## src/spnf_consts.vh

```
// What this block does
// top/bottom 0: codes 1..9 lock upper 1/512 doubling to 1/2; 0 none, >=10 all
// top/bottom 1: same codes lock from block 0 upward, smallest blocks 0 and 1
// erase or program aimed inside the locked region is refused, array untouched
// ecc enable bit switches internal correction for reads and programs, reset value 1
// otp, unique id and parameter page access only while otp enable is 1
// otp lock/enable: 00 normal, 01 otp space, 11 otp locked for good, 10 unused
// host sets guards both 1 before freeze; freeze holds protection until power cycle
// configuration bits 6 and 4 are plain volatile writable settings
// status may be polled any time with read command then address c0
// program fail sets on failed program, invalid address or locked target
// program fail clears at start of program and on reset command
// erase fail sets on failed erase or attempt to erase a locked region
// erase fail clears at start of block erase and on reset command
// write permit latch set by 06, cleared by 04, needed for program and erase
// busy flag is 1 while program, page read, erase or reset executes
// ecc result clears on reset and at read start, updates at read completion
// host ignores ecc result while internal ecc is disabled
// after power-up the ecc result reflects the automatic first page load
// ecc result codes: 00 clean, 01 one corrected, 10 uncorrectable, 11 reserved
// read with 0f, write with 1f plus one address byte; values survive reset command
// protection register at a0: lock code bits 6..3, low-end select bit 2, all writable
// command 06 sets write permit latch, 04 clears it
// reserved configuration and status bits read zero, writes ignored
`ifndef SPNF_CONSTS_VH
`define SPNF_CONSTS_VH
`define SPNF_CMD_READ_REG     8'h0f
`define SPNF_CMD_WRITE_REG    8'h1f
`define SPNF_CMD_WRITE_ON     8'h06
`define SPNF_CMD_WRITE_OFF    8'h04
`define SPNF_CMD_RESET        8'hff
`define SPNF_ADDR_PROT        8'ha0
`define SPNF_ADDR_CFG         8'hb0
`define SPNF_ADDR_STAT        8'hc0
`define SPNF_PROT_RESET       8'h7c
`define SPNF_CFG_RESET        8'h10
`define SPNF_PROT_GUARD_HI    7
`define SPNF_PROT_CODE_MSB    6
`define SPNF_PROT_CODE_LSB    3
`define SPNF_PROT_LOW_END     2
`define SPNF_PROT_HW_GUARD    1
`define SPNF_PROT_GUARD_LO    0
`define SPNF_CFG_OTP_LOCK     7
`define SPNF_CFG_OTP_EN       6
`define SPNF_CFG_FREEZE       5
`define SPNF_CFG_ECC_EN       4
`define SPNF_KIND_READ        2'h0
`define SPNF_KIND_PROGRAM     2'h1
`define SPNF_KIND_ERASE       2'h2
`define SPNF_BLOCKS           11'h400
`define SPNF_CODE_ALL         4'ha
`endif

```

## src/spnf_feature_regs.v

```verilog
`timescale 1ns/1ps
`default_nettype none
`include "spnf_consts.vh"
module spnf_feature_regs (
	input  wire       clk,
	input  wire       rst,
	// serial pins, asynchronous to clk
	input  wire       sck,
	input  wire       cs_n,
	input  wire       mosi,
	output reg        miso,
	output wire       miso_oe,
	// array engine side
	input  wire       array_req,
	input  wire [1:0] array_kind,
	input  wire [9:0] array_block,
	input  wire       array_addr_bad,
	input  wire       array_otp,
	output wire       array_grant,
	input  wire       array_busy,
	input  wire       array_done,
	input  wire       array_fail,
	input  wire [1:0] array_ecc,
	output reg        reset_cmd,
	// settings seen by the array engine
	output wire       ecc_enable,
	output wire [1:0] otp_mode,
	output wire       otp_access,
	output wire       hw_guard_pin_on
);
	localparam [2:0] ST_CMD   = 3'h0;
	localparam [2:0] ST_ADDR  = 3'h1;
	localparam [2:0] ST_WDATA = 3'h2;
	localparam [2:0] ST_RDATA = 3'h3;
	localparam [2:0] ST_SKIP  = 3'h4;

	// three-stage pin synchronisers
	wire [2:0] pin_raw;
	wire [2:0] pin_f;
	assign pin_raw = {sck, cs_n, mosi};
	genvar gi;
	generate
		for (gi = 0; gi < 3; gi = gi + 1) begin : g_sync
			reg s1_q;
			reg s2_q;
			reg s3_q;
			reg f_q;
			always @(posedge clk) begin
				if (rst) begin
					s1_q <= 1'b0;
					s2_q <= 1'b0;
					s3_q <= 1'b0;
					f_q  <= (gi == 1) ? 1'b1 : 1'b0;
				end else begin
					s1_q <= pin_raw[gi];
					s2_q <= s1_q;
					s3_q <= s2_q;
					// only accept a level once two stages agree
					if (s2_q == s3_q) begin
						f_q <= s3_q;
					end
				end
			end
			assign pin_f[gi] = f_q;
		end
	endgenerate

	wire sck_f;
	wire cs_n_f;
	wire mosi_f;
	assign sck_f  = pin_f[2];
	assign cs_n_f = pin_f[1];
	assign mosi_f = pin_f[0];

	reg sck_prev_q;
	always @(posedge clk) begin
		if (rst) begin
			sck_prev_q <= 1'b0;
		end else begin
			sck_prev_q <= sck_f;
		end
	end
	wire sck_rise;
	wire sck_fall;
	assign sck_rise = sck_f & ~sck_prev_q & ~cs_n_f;
	assign sck_fall = ~sck_f & sck_prev_q & ~cs_n_f;

	// register state
	reg [7:0] protection_settings_q;
	reg       otp_lock_q;
	reg       otp_en_q;
	reg       protection_freeze_q;
	reg       ecc_en_q;
	reg       write_permit_latch_q;
	reg       prog_fail_q;
	reg       erase_fail_q;
	reg [1:0] ecc_result_q;

	wire [7:0] configuration_control;
	wire [7:0] operation_status;
	assign configuration_control = {otp_lock_q, otp_en_q, protection_freeze_q, ecc_en_q,
		4'h0};
	assign operation_status = {2'h0, ecc_result_q, prog_fail_q, erase_fail_q,
		write_permit_latch_q, array_busy};

	function [7:0] reg_view;
		input [7:0] addr;
		input [7:0] prot;
		input [7:0] cfg;
		input [7:0] stat;
		begin
			case (addr)
				`SPNF_ADDR_PROT: reg_view = prot;
				`SPNF_ADDR_CFG:  reg_view = cfg;
				`SPNF_ADDR_STAT: reg_view = stat;
				default:         reg_view = 8'h00;
			endcase
		end
	endfunction

	// serial command engine
	reg [2:0] state_q;
	reg [2:0] bit_cnt_q;
	reg [7:0] shift_in_q;
	reg [7:0] cmd_q;
	reg [7:0] addr_q;
	reg [7:0] shift_out_q;
	reg       out_live_q;

	wire [7:0] byte_in;
	wire       byte_done;
	assign byte_in   = {shift_in_q[6:0], mosi_f};
	assign byte_done = sck_rise & (bit_cnt_q == 3'h7);

	reg cmd_write_on;
	reg cmd_write_off;
	reg wr_prot;
	reg wr_cfg;
	always @* begin
		cmd_write_on  = 1'b0;
		cmd_write_off = 1'b0;
		wr_prot       = 1'b0;
		wr_cfg        = 1'b0;
		if (byte_done && state_q == ST_CMD) begin
			cmd_write_on  = (byte_in == `SPNF_CMD_WRITE_ON);
			cmd_write_off = (byte_in == `SPNF_CMD_WRITE_OFF);
		end
		if (byte_done && state_q == ST_WDATA) begin
			wr_prot = (addr_q == `SPNF_ADDR_PROT);
			wr_cfg  = (addr_q == `SPNF_ADDR_CFG);
		end
	end

	always @(posedge clk) begin
		if (rst) begin
			state_q     <= ST_CMD;
			bit_cnt_q   <= 3'h0;
			shift_in_q  <= 8'h00;
			cmd_q       <= 8'h00;
			addr_q      <= 8'h00;
			shift_out_q <= 8'h00;
			out_live_q  <= 1'b0;
			miso        <= 1'b0;
			reset_cmd   <= 1'b0;
		end else begin
			reset_cmd <= 1'b0;
			if (cs_n_f) begin
				// frame ends with chip select, whatever the byte count
				state_q    <= ST_CMD;
				bit_cnt_q  <= 3'h0;
				out_live_q <= 1'b0;
			end else begin
				if (sck_rise) begin
					shift_in_q <= byte_in;
					bit_cnt_q  <= bit_cnt_q + 3'h1;
				end
				if (byte_done) begin
					case (state_q)
						ST_CMD: begin
							cmd_q <= byte_in;
							if (byte_in == `SPNF_CMD_READ_REG ||
								byte_in == `SPNF_CMD_WRITE_REG) begin
								state_q <= ST_ADDR;
							end else begin
								state_q <= ST_SKIP;
							end
							reset_cmd <= (byte_in == `SPNF_CMD_RESET);
						end
						ST_ADDR: begin
							addr_q <= byte_in;
							if (cmd_q == `SPNF_CMD_READ_REG) begin
								state_q     <= ST_RDATA;
								shift_out_q <= reg_view(byte_in, protection_settings_q,
									configuration_control, operation_status);
								out_live_q  <= 1'b1;
							end else begin
								state_q <= ST_WDATA;
							end
						end
						ST_WDATA: begin
							state_q <= ST_SKIP;
						end
						ST_RDATA: begin
							// keep repeating the register so busy can be watched
							shift_out_q <= reg_view(addr_q, protection_settings_q,
								configuration_control, operation_status);
						end
						ST_SKIP: begin
							state_q <= ST_SKIP;
						end
						default: begin
							state_q <= ST_SKIP;
						end
					endcase
				end else if (sck_fall && out_live_q) begin
					// output changes on the synchronised falling edge, host samples late in the high phase, just before the next fall
					miso        <= shift_out_q[7];
					shift_out_q <= {shift_out_q[6:0], 1'b0};
				end
			end
		end
	end
	assign miso_oe = out_live_q & ~cs_n_f;

	// protection and configuration writes
	always @(posedge clk) begin
		if (rst) begin
			protection_settings_q <= `SPNF_PROT_RESET;
			otp_lock_q            <= 1'b0;
			otp_en_q              <= 1'b0;
			protection_freeze_q   <= 1'b0;
			ecc_en_q              <= 1'b1;
		end else begin
			if (wr_prot && !protection_freeze_q) begin
				protection_settings_q <= byte_in;
			end
			if (wr_cfg) begin
				otp_en_q <= byte_in[`SPNF_CFG_OTP_EN];
				ecc_en_q <= byte_in[`SPNF_CFG_ECC_EN];
				// otp lock only sticks together with enable, and clears only on rst
				if (byte_in[`SPNF_CFG_OTP_LOCK] && byte_in[`SPNF_CFG_OTP_EN]) begin
					otp_lock_q <= 1'b1;
				end
				if (byte_in[`SPNF_CFG_FREEZE] &&
					protection_settings_q[`SPNF_PROT_GUARD_HI] &&
					protection_settings_q[`SPNF_PROT_GUARD_LO]) begin
					protection_freeze_q <= 1'b1;
				end
			end
		end
	end

	assign ecc_enable      = ecc_en_q;
	assign otp_mode        = {otp_lock_q, otp_en_q};
	assign otp_access      = otp_en_q;
	assign hw_guard_pin_on = protection_settings_q[`SPNF_PROT_HW_GUARD];

	// array request admission
	wire target_locked;
	spnf_lock_decode u_lock (
		.region_lock_code  (protection_settings_q[`SPNF_PROT_CODE_MSB:`SPNF_PROT_CODE_LSB]),
		.lock_from_low_end (protection_settings_q[`SPNF_PROT_LOW_END]),
		.block             (array_block),
		.locked            (target_locked)
	);

	wire is_prog;
	wire is_erase;
	wire is_read;
	wire otp_ok;
	wire prog_refused;
	wire erase_refused;
	assign is_prog  = array_req & (array_kind == `SPNF_KIND_PROGRAM);
	assign is_erase = array_req & (array_kind == `SPNF_KIND_ERASE);
	assign is_read  = array_req & (array_kind == `SPNF_KIND_READ);
	// otp space reachable only with enable set; programming it also needs it unlocked
	assign otp_ok = ~array_otp | (otp_en_q & ~(is_prog & otp_lock_q));
	assign prog_refused  = array_addr_bad | (~array_otp & target_locked);
	assign erase_refused = array_addr_bad | target_locked;
	assign array_grant = otp_ok & ~array_busy & (is_read |
		(is_prog & write_permit_latch_q & ~prog_refused) |
		(is_erase & write_permit_latch_q & ~erase_refused));

	// pending operation kind, so completion goes to the right flag
	reg [1:0] run_kind_q;
	always @(posedge clk) begin
		if (rst) begin
			run_kind_q <= `SPNF_KIND_READ; // power-up page load counts as a read
		end else if (array_grant) begin
			run_kind_q <= array_kind;
		end
	end

	// status flags: a setting event beats a clearing one in the same cycle
	always @(posedge clk) begin
		if (rst) begin
			write_permit_latch_q <= 1'b0;
			prog_fail_q          <= 1'b0;
			erase_fail_q         <= 1'b0;
			ecc_result_q         <= 2'h0;
		end else begin
			if (cmd_write_on) begin
				write_permit_latch_q <= 1'b1;
			end else if (cmd_write_off) begin
				write_permit_latch_q <= 1'b0;
			end
			if (array_done && run_kind_q == `SPNF_KIND_PROGRAM && array_fail) begin
				prog_fail_q <= 1'b1;
			end else if (is_prog && prog_refused && write_permit_latch_q) begin
				prog_fail_q <= 1'b1;
			end else if (is_prog || reset_cmd) begin
				prog_fail_q <= 1'b0;
			end
			if (array_done && run_kind_q == `SPNF_KIND_ERASE && array_fail) begin
				erase_fail_q <= 1'b1;
			end else if (is_erase && erase_refused && write_permit_latch_q) begin
				erase_fail_q <= 1'b1;
			end else if (is_erase || reset_cmd) begin
				erase_fail_q <= 1'b0;
			end
			if (array_done && run_kind_q == `SPNF_KIND_READ) begin
				ecc_result_q <= array_ecc;
			end else if ((is_read && array_grant) || reset_cmd) begin
				ecc_result_q <= 2'h0;
			end
		end
	end
endmodule // spnf_feature_regs
`default_nettype wire

```

## src/spnf_lock_decode.v

```verilog
`timescale 1ns/1ps
`default_nettype none
`include "spnf_consts.vh"
module spnf_lock_decode (
	input  wire [3:0] region_lock_code,
	input  wire       lock_from_low_end,
	input  wire [9:0] block,
	output reg        locked
);
	reg [10:0] span;
	always @* begin
		span = 11'h002 << (region_lock_code - 4'h1);
		if (region_lock_code == 4'h0) begin
			locked = 1'b0;
		end else if (region_lock_code >= `SPNF_CODE_ALL) begin
			locked = 1'b1;
		end else if (lock_from_low_end) begin
			locked = ({1'b0, block} < span);
		end else begin
			locked = ({1'b0, block} >= (`SPNF_BLOCKS - span));
		end
	end
endmodule // spnf_lock_decode
`default_nettype wire

```

## config.mk

```make
export PLATFORM = sky130hd
export DESIGN_NAME = spnf_feature_regs
export DESIGN_NICKNAME = d
export VERILOG_FILES = /design/src/spnf_feature_regs.v /design/src/spnf_lock_decode.v
export VERILOG_INCLUDE_DIRS = /design/src
export SDC_FILE = /design/constraint.sdc
export NUM_CORES = 1
export LEC_CHECK = 0
export BUFFER_PORTS_ARGS = -buffer_cell sky130_fd_sc_hd__buf_2
export CAP_MARGIN = 25
export CORE_MARGIN = 3
export CORE_UTILIZATION = 60
export DETAILED_ROUTE_END_ITERATION = 8
export GPL_TIMING_DRIVEN = 0
export PLACE_DENSITY_LB_ADDON = 0.3
export SLEW_MARGIN = 20
export SYNTH_ARGS = -nofsm -noshare
export SYNTH_HDL_FRONTEND = slang
export SYNTH_SLANG_ARGS = --single-unit
```

## constraint.sdc

```tcl
create_clock -name clk -period 3.8 [get_ports clk]
set_input_delay 0.38 -clock clk [delete_from_list [all_inputs] [get_ports clk]]
set_output_delay 0.38 -clock clk [all_outputs]
set_load 0.03 [all_outputs]
```

== After elaboration in Yosys (flattened, before gate mapping) ==
Cells that the tools add are included.

* Flip-flop bits (word level): 72
* Input port bits: 25
* Output and inout bits: 9
* Logic and storage cells: 166

* $add $sub $neg: 3
* Order comparisons: 3
* Equal/unequal tests: 25
* Shift-type cells: 1
* Mux-type cells: 26
* Bitwise logic cells: 34
* Reduce and logical (&&, ||, !) cells: 42

{| class="wikitable"
|+ Operator list
! operator !! number
|-
| equality test 8 bit (second input constant) || 7
|-
| case mux 8 bit (3 select lines) || 2
|-
| 2-to-1 mux 8 bit || 3
|-
| bitwise AND 1 bit || 18
|-
| logical AND 1 bit || 17
|-
| equality test 8 x 3 -> 1 bit (second input constant) || 2
|-
| equality test 8 x 4 -> 1 bit (second input constant) || 2
|-
| 2-to-1 mux 1 bit || 16
|-
| case mux 8 bit (2 select lines) || 1
|-
| AND reduction 3 bit || 4
|-
| >= comparator 10 x 11 -> 1 bit || 1
|-
| < comparator 10 x 11 -> 1 bit || 1
|-
| NOT 1 bit || 11
|-
| left shift 2 x 4 -> 11 bit (first input constant) || 1
|-
| subtractor 11 bit (first input constant) || 1
|-
| case mux 3 bit (3 select lines) || 1
|-
| equality test 8 x 5 -> 1 bit (second input constant) || 1
|-
| AND reduction 2 bit || 4
|-
| equality test 3 x 2 -> 1 bit (second input constant) || 2
|-
| nonzero test 2 bit || 3
|-
| nonzero test 3 bit || 2
|-
| OR 1 bit || 5
|-
| equality test 2 x 1 -> 1 bit (second input constant) || 2
|-
| equality test 2 bit (second input constant) || 2
|-
| 18 further kinds || 25
|}

== Depth between registers and ports, before layout ==
* Word-level depth: 18
* Depth in mapped cells: 12
* Depth with buffers taken out: 11

== Cells and area by module ==
Synthesis repeated with hierarchy kept, for this count alone.

* Cells, all modules: 451
* Area, all modules: 3843.7 um^2

{| class="wikitable"
|+ Modules (own cells, without submodules)
! module !! times used !! cells each !! area an instance (um^2) !! seq. area each (um^2)
|-
| spnf_feature_regs || 1 || 362 || 3220.6 || 1441.4
|-
| spnf_lock_decode || 1 || 89 || 623.1 || 0.0
|}

== Worst setup path after synthesis ==
No wires, ideal clock.

* Path type: register to output
* Start point: register protection_settings_q[6]
* End point: output array_grant
* Arrival time: 3002 ps
* Required time: 3420 ps
* Slack: 418 ps
* Stages on the path, launching flop included: 13
* Path buffers: 1
* Path through: dfxtp_1 clkbuf_1 nor2_1 nand2_1 ha_1 nor2b_1 a22o_1 ha_1 a21oi_1 nor2b_1 o31a_1 or4_1 o211ai_1

* Word-level cells in the longest chain between the ends: 14
* Elaborated cells on any way between the ends: 20
* Those cells by class: add/sub (2); order compare (3); shift (1); mux (3); bitwise (10); reduce/logical (1)

{| class="wikitable"
|+ Ends and longest elaborated chain
! item !! line !! source
|-
| start, declared || spnf_feature_regs.v:89 || <nowiki>reg [7:0] protection_settings_q;</nowiki>
|-
| start signal, assigned || spnf_feature_regs.v:228 || <nowiki>protection_settings_q <= `SPNF_PROT_RESET;</nowiki>
|-
| start signal, assigned || spnf_feature_regs.v:235 || <nowiki>protection_settings_q <= byte_in;</nowiki>
|-
| subtractor 4 x 1 -> 4 bit || spnf_lock_decode.v:12 || <nowiki>span = 11'h002 << (region_lock_code - 4'h1);</nowiki>
|-
| left shift 2 x 4 -> 11 bit || spnf_lock_decode.v:12 ||
|-
| subtractor 11 bit (no source line) || -- ||
|-
| >= comparator 10 x 11 -> 1 bit || spnf_lock_decode.v:20 || <nowiki>locked = ({1'b0, block} >= (`SPNF_BLOCKS - span));</nowiki>
|-
| 2-to-1 mux 1 bit || spnf_lock_decode.v:17 || <nowiki>end else if (lock_from_low_end) begin</nowiki>
|-
| 2-to-1 mux 1 bit || spnf_lock_decode.v:15 || <nowiki>end else if (region_lock_code >= `SPNF_CODE_ALL) begin</nowiki>
|-
| 2-to-1 mux 1 bit (*) || spnf_lock_decode.v:13 || <nowiki>if (region_lock_code == 4'h0) begin</nowiki>
|-
| bitwise AND 1 bit || spnf_feature_regs.v:278 || <nowiki>assign prog_refused = array_addr_bad | (~array_otp & target_locked);</nowiki>
|-
| OR 1 bit || spnf_feature_regs.v:278 ||
|-
| NOT 1 bit || spnf_feature_regs.v:281 || <nowiki>(is_prog & write_permit_latch_q & ~prog_refused) |</nowiki>
|-
| bitwise AND 1 bit || spnf_feature_regs.v:281 ||
|-
| OR 1 bit || spnf_feature_regs.v:280 || <nowiki>assign array_grant = otp_ok & ~array_busy & (is_read |</nowiki>
|-
| OR 1 bit (*) || spnf_feature_regs.v:281 ||
|-
| bitwise AND 1 bit (*) || spnf_feature_regs.v:280 ||
|-
| end, declared || spnf_feature_regs.v:19 || <nowiki>output wire array_grant,</nowiki>
|}

Mark *: on every way between the ends. The rest lies on a longest branch, timed or not.

== Worst setup path after layout ==
Ends and elaborated chain as after synthesis.

==> summary.txt <==
Final layout
  – Area grow syn2layout: 13.2%
  – Fillers: 501
  – ANT cells: 0
  – Cell area after layout: 4380 um^2
  – Reg area: 1450 um^2
  – Commonest cells after routing, fill and taps aside: dfxtp_1, nor2_1, nand2_1
  – Layout cells sized above 1: 17.3%
  – Area of the multi-input gates: 2280 um^2
  – Final std cells w/o fill: 566
  – Commonest non-fill, non-tap cell in the layout: dfxtp_1
  – Nets: 531

Setup path
  – Largest fanout on the critical path: 10
  – Crit path required time: 3.42 ns
  – FF-to-FF path depth: 12
  – WP data arrival: 3.26 ns
  – Worst R2R End: run_kind_q[1]
  – Crit-path most repeated cell: buf_4
  – Slowest-stage cell, CP: or4_1
  – Crit-path cells: buf_4 > nor2_4 > nand2_2 > ha_4 > nor2b_2 > a22o_1 > ha_1 > a21oi_1 > nor2b_1 > o31a_1 > or4_1 > o211ai_1 > buf_4
  – Reg-to-reg startpoint: protection_settings_q[6]
  – Reg2reg setup slack: 0.98 ns
  – Biggest cell delay along the critical path: 0.54 ns
  – CP startpoint kind: flop
  – CP Capture Type: output port
  – Setup Crit Path Kind: flop to output port

Worst hold path
  – Hold path endpoint: g_sync[0].s1_q
  – Worst Hold Class: primary input to flop
  – Worst min-delay path startpoint: mosi
  – Hold path depth: 2

Routing
  – Drt total wl: 9.05 mm
  – Drt drc: 0
  – Vias/cell: 6.11
  – DR WL/cell: 16.0 um
  – Routed Antenna Nets: 0
  – DR iter-0 viols: 272
  – Drt pass-1 iters: 5
  – Via count: 3457

Synthesis
  – Sequential-to-total area share from yosys stat: 37.3%
  – Netlist cell types: 61
  – Mapped Nets: 489
  – Synth warn: 0
  – Post-synth EDFFs: 0
  – Syn Inst Count: 444
  – FF+latch count, synth: 72
  – Async SR Flop Fraction: 0%
  – Syn_area_per_cell: 8.70 um^2
  – Top_reg_cell synth: dfxtp_1
  – Synth Cell Area: 3860 um^2

Floorplan
  – Starting Density: 63.4%
  – CORE AREA: 6100 um^2
  – Die Span X: 86.3 um
  – # rows: 28
  – Die ar.: 7440 um^2
  – Die height: 86.3 um
  – Ports: 34

Timing
  – Worst Tran Pin Value: 0.626 ns
  – RSZ-0062 raised after global routing: no
  – Worst slew margin relative to its limit: 58.3%
  – Worst setup margin: 0.156 ns
  – Hold Vio Cnt, Final: 0
  – Clock Skew: 0.00956 ns
  – Final setup violation count: 0
  – Final setup TNS: 0 ns
  – Crit path time final: 3.64 ns
  – Fin crit share: 95.9%
  – Pins Over Slew Limit: 0
  – Fmax achieved: 274 MHz
  – Hold Worst Slack: 0.226 ns

Clock network
  – CTS Sinks: 72
  – Clk slew on worst S/H paths: 0.08 ns
  – Setup Buffers After CTS: 0
  – CTS Buffer Depth: 2
  – CTS tree: done
  – Total CTS buffers: 9
  – CTS Root Cell: clkbuf_8
  – H-tree depth: 3
  – Worst skew pair latency: 0.36 ns

Power and ir drop
  – Pwr/cell area: 328 nW/um^2
  – Leak: 1.54 nW
  – Peak supply drop: 338 uV

Global routing
  – Gr usage total: 25.0%
  – Largest net degree at the start of global routing: 14
  – GRT Residual Overflow: 0
  – Initial antenna violation count: 0
  – Vias in the first global route: 3221
  – First-pass GRT wire length: 14.8 mm

Place
  – Placer congestion estimate: 0.874
  – Dpl hpwl: 6.73 mm
  – Placed Instance Area: 4110 um^2
  – Inst Count DP: 550
  – Number of port buffers: 31
  – Setup WS pre-CTS: -0.00733 ns

Outcome
  – Status: complete, no violations

Run
  – Max Cap Viol: 0
-- sequential cells by signal, indices dropped and copies added, names as in the netlist, 2 cells and up --
| name | count |
|---|---|
| addr_q | 8 |
| bit_cnt_q | 3 |
| cmd_q | 8 |
| ecc_result_q | 2 |
| g_sync.f_q | 2 |
| g_sync.s1_q | 3 |
| g_sync.s2_q | 3 |
| g_sync.s3_q | 3 |
| protection_settings_q | 8 |
| run_kind_q | 2 |
| shift_in_q | 7 |
| shift_out_q | 8 |
| state_q | 3 |
-- layout make-up --
class                      instances  share of cell area [%]
timing repair buffer              31                    3.60
inverter                          14                    1.20
clock inverter                     6                    1.57
sequential                        72                    33.1
multi-input combinational        328                    52.1
clock buffer                      10                    2.92
tap                               75                    2.14
buffer                            30                    3.43
-- critical path, delay by kind of cell (launching register included) --
kind	cells	cell delay [ns]
compound gates	4	0.84
simple gates	5	0.81
fa+ha+maj	2	0.49
buf+inv	2	0.40
flops	1	0.39
-- synth_stat cells (2+ instances only) --
master,n,share of area (%)
a211o_1,7,1.6
a211oi_1,2,0.39
a21oi_1,24,3.1
a221oi_1,8,1.8
a22o_1,5,1.1
a22oi_1,2,0.39
a31oi_1,3,0.49
a41oi_1,3,0.68
and2_1,4,0.65
and3_1,4,0.65
and3b_1,2,0.45
buf_2,6,0.78
buf_4,2,0.39
clkbuf_1,21,2.0
dfxtp_1,72,37
ha_1,20,6.5
inv_1,14,1.4
mux2i_1,22,5.7
nand2_1,42,4.1
nand2b_1,5,0.81
nand3_1,13,1.7
nand3b_1,3,0.58
nand4_1,2,0.32
nor2_1,49,4.8
nor2b_1,28,4.5
nor3_1,4,0.52
nor3_2,2,0.52
nor3b_1,2,0.39
nor4_1,6,0.97
nor4_4,3,1.7
nor4b_1,4,0.91
nor4bb_1,2,0.52
o211ai_1,3,0.58
o21ai_0,14,1.8
o31a_1,2,0.45
o31ai_1,2,0.39
o32ai_1,11,2.5
or2_2,2,0.32
xnor2_1,2,0.45
-- where the power goes --
part	internal [W]	switching (W)	total, W
clock	0.000305	0.000298	0.000603
sequential	0.000760	0.00000394	0.000764
combinational	0.0000302	0.0000404	0.0000706
-- cells by family after synthesis --
| kind of cell | Yosys count | synth area share (%) |
|---|---|---|
| and+or+nand+nor | 189 | 27.5 |
| xor gates and xnor gates | 3 | 0.680 |
| muxes | 22 | 5.70 |
| buffers and inverters | 44 | 4.86 |
| AOI/OAI and AO/OA | 94 | 17.5 |
| DFF | 72 | 37.3 |
| adders and majority gates | 20 | 6.47 |
-- per-layer routing --
| layer | global-route usage (%) | up-vias | part of all wire (%) |
|---|---|---|---|
| met1 | 32.1 | 1644 | 46 |
| met5 | 0 | - | 0 |
| met4 | 6.23 | 0 | 1.3 |
| met3 | 6.56 | 12 | 7.1 |
| li1 | - | 1690 | - |
| met2 | 42.3 | 111 | 46 |
-- how the worst max path moves through the flow --
stage	startpoint	endpoint	slack (ns)
detailed placement	protection_settings_q[6]	array_grant	-0.007
CTS	protection_settings_q[4]	array_grant	0.004
floorplan	protection_settings_q[6]	array_grant	0.42
finish	protection_settings_q[6]	array_grant	0.16
global placement	protection_settings_q[6]	array_grant	0.08
global route	protection_settings_q[4]	array_grant	0.001
-- metrics by stage --
step	total power [W]	util, %
after floorplan	0.000822	-
after global placement	0.000848	67.5
after detailed placement	0.000852	67.5
after CTS	0.00144	71.1
after global routing	0.00149	71.8
final	0.00144	71.8
-- repair_timing --
action | CTS | global route
resized for setup | 11 | 13
endpoints found under the setup margin | 1 | 1
hold buffers | 0 | 0
hold endpoints to repair | 0 | 0
Power figures use the tool's default switching activity.
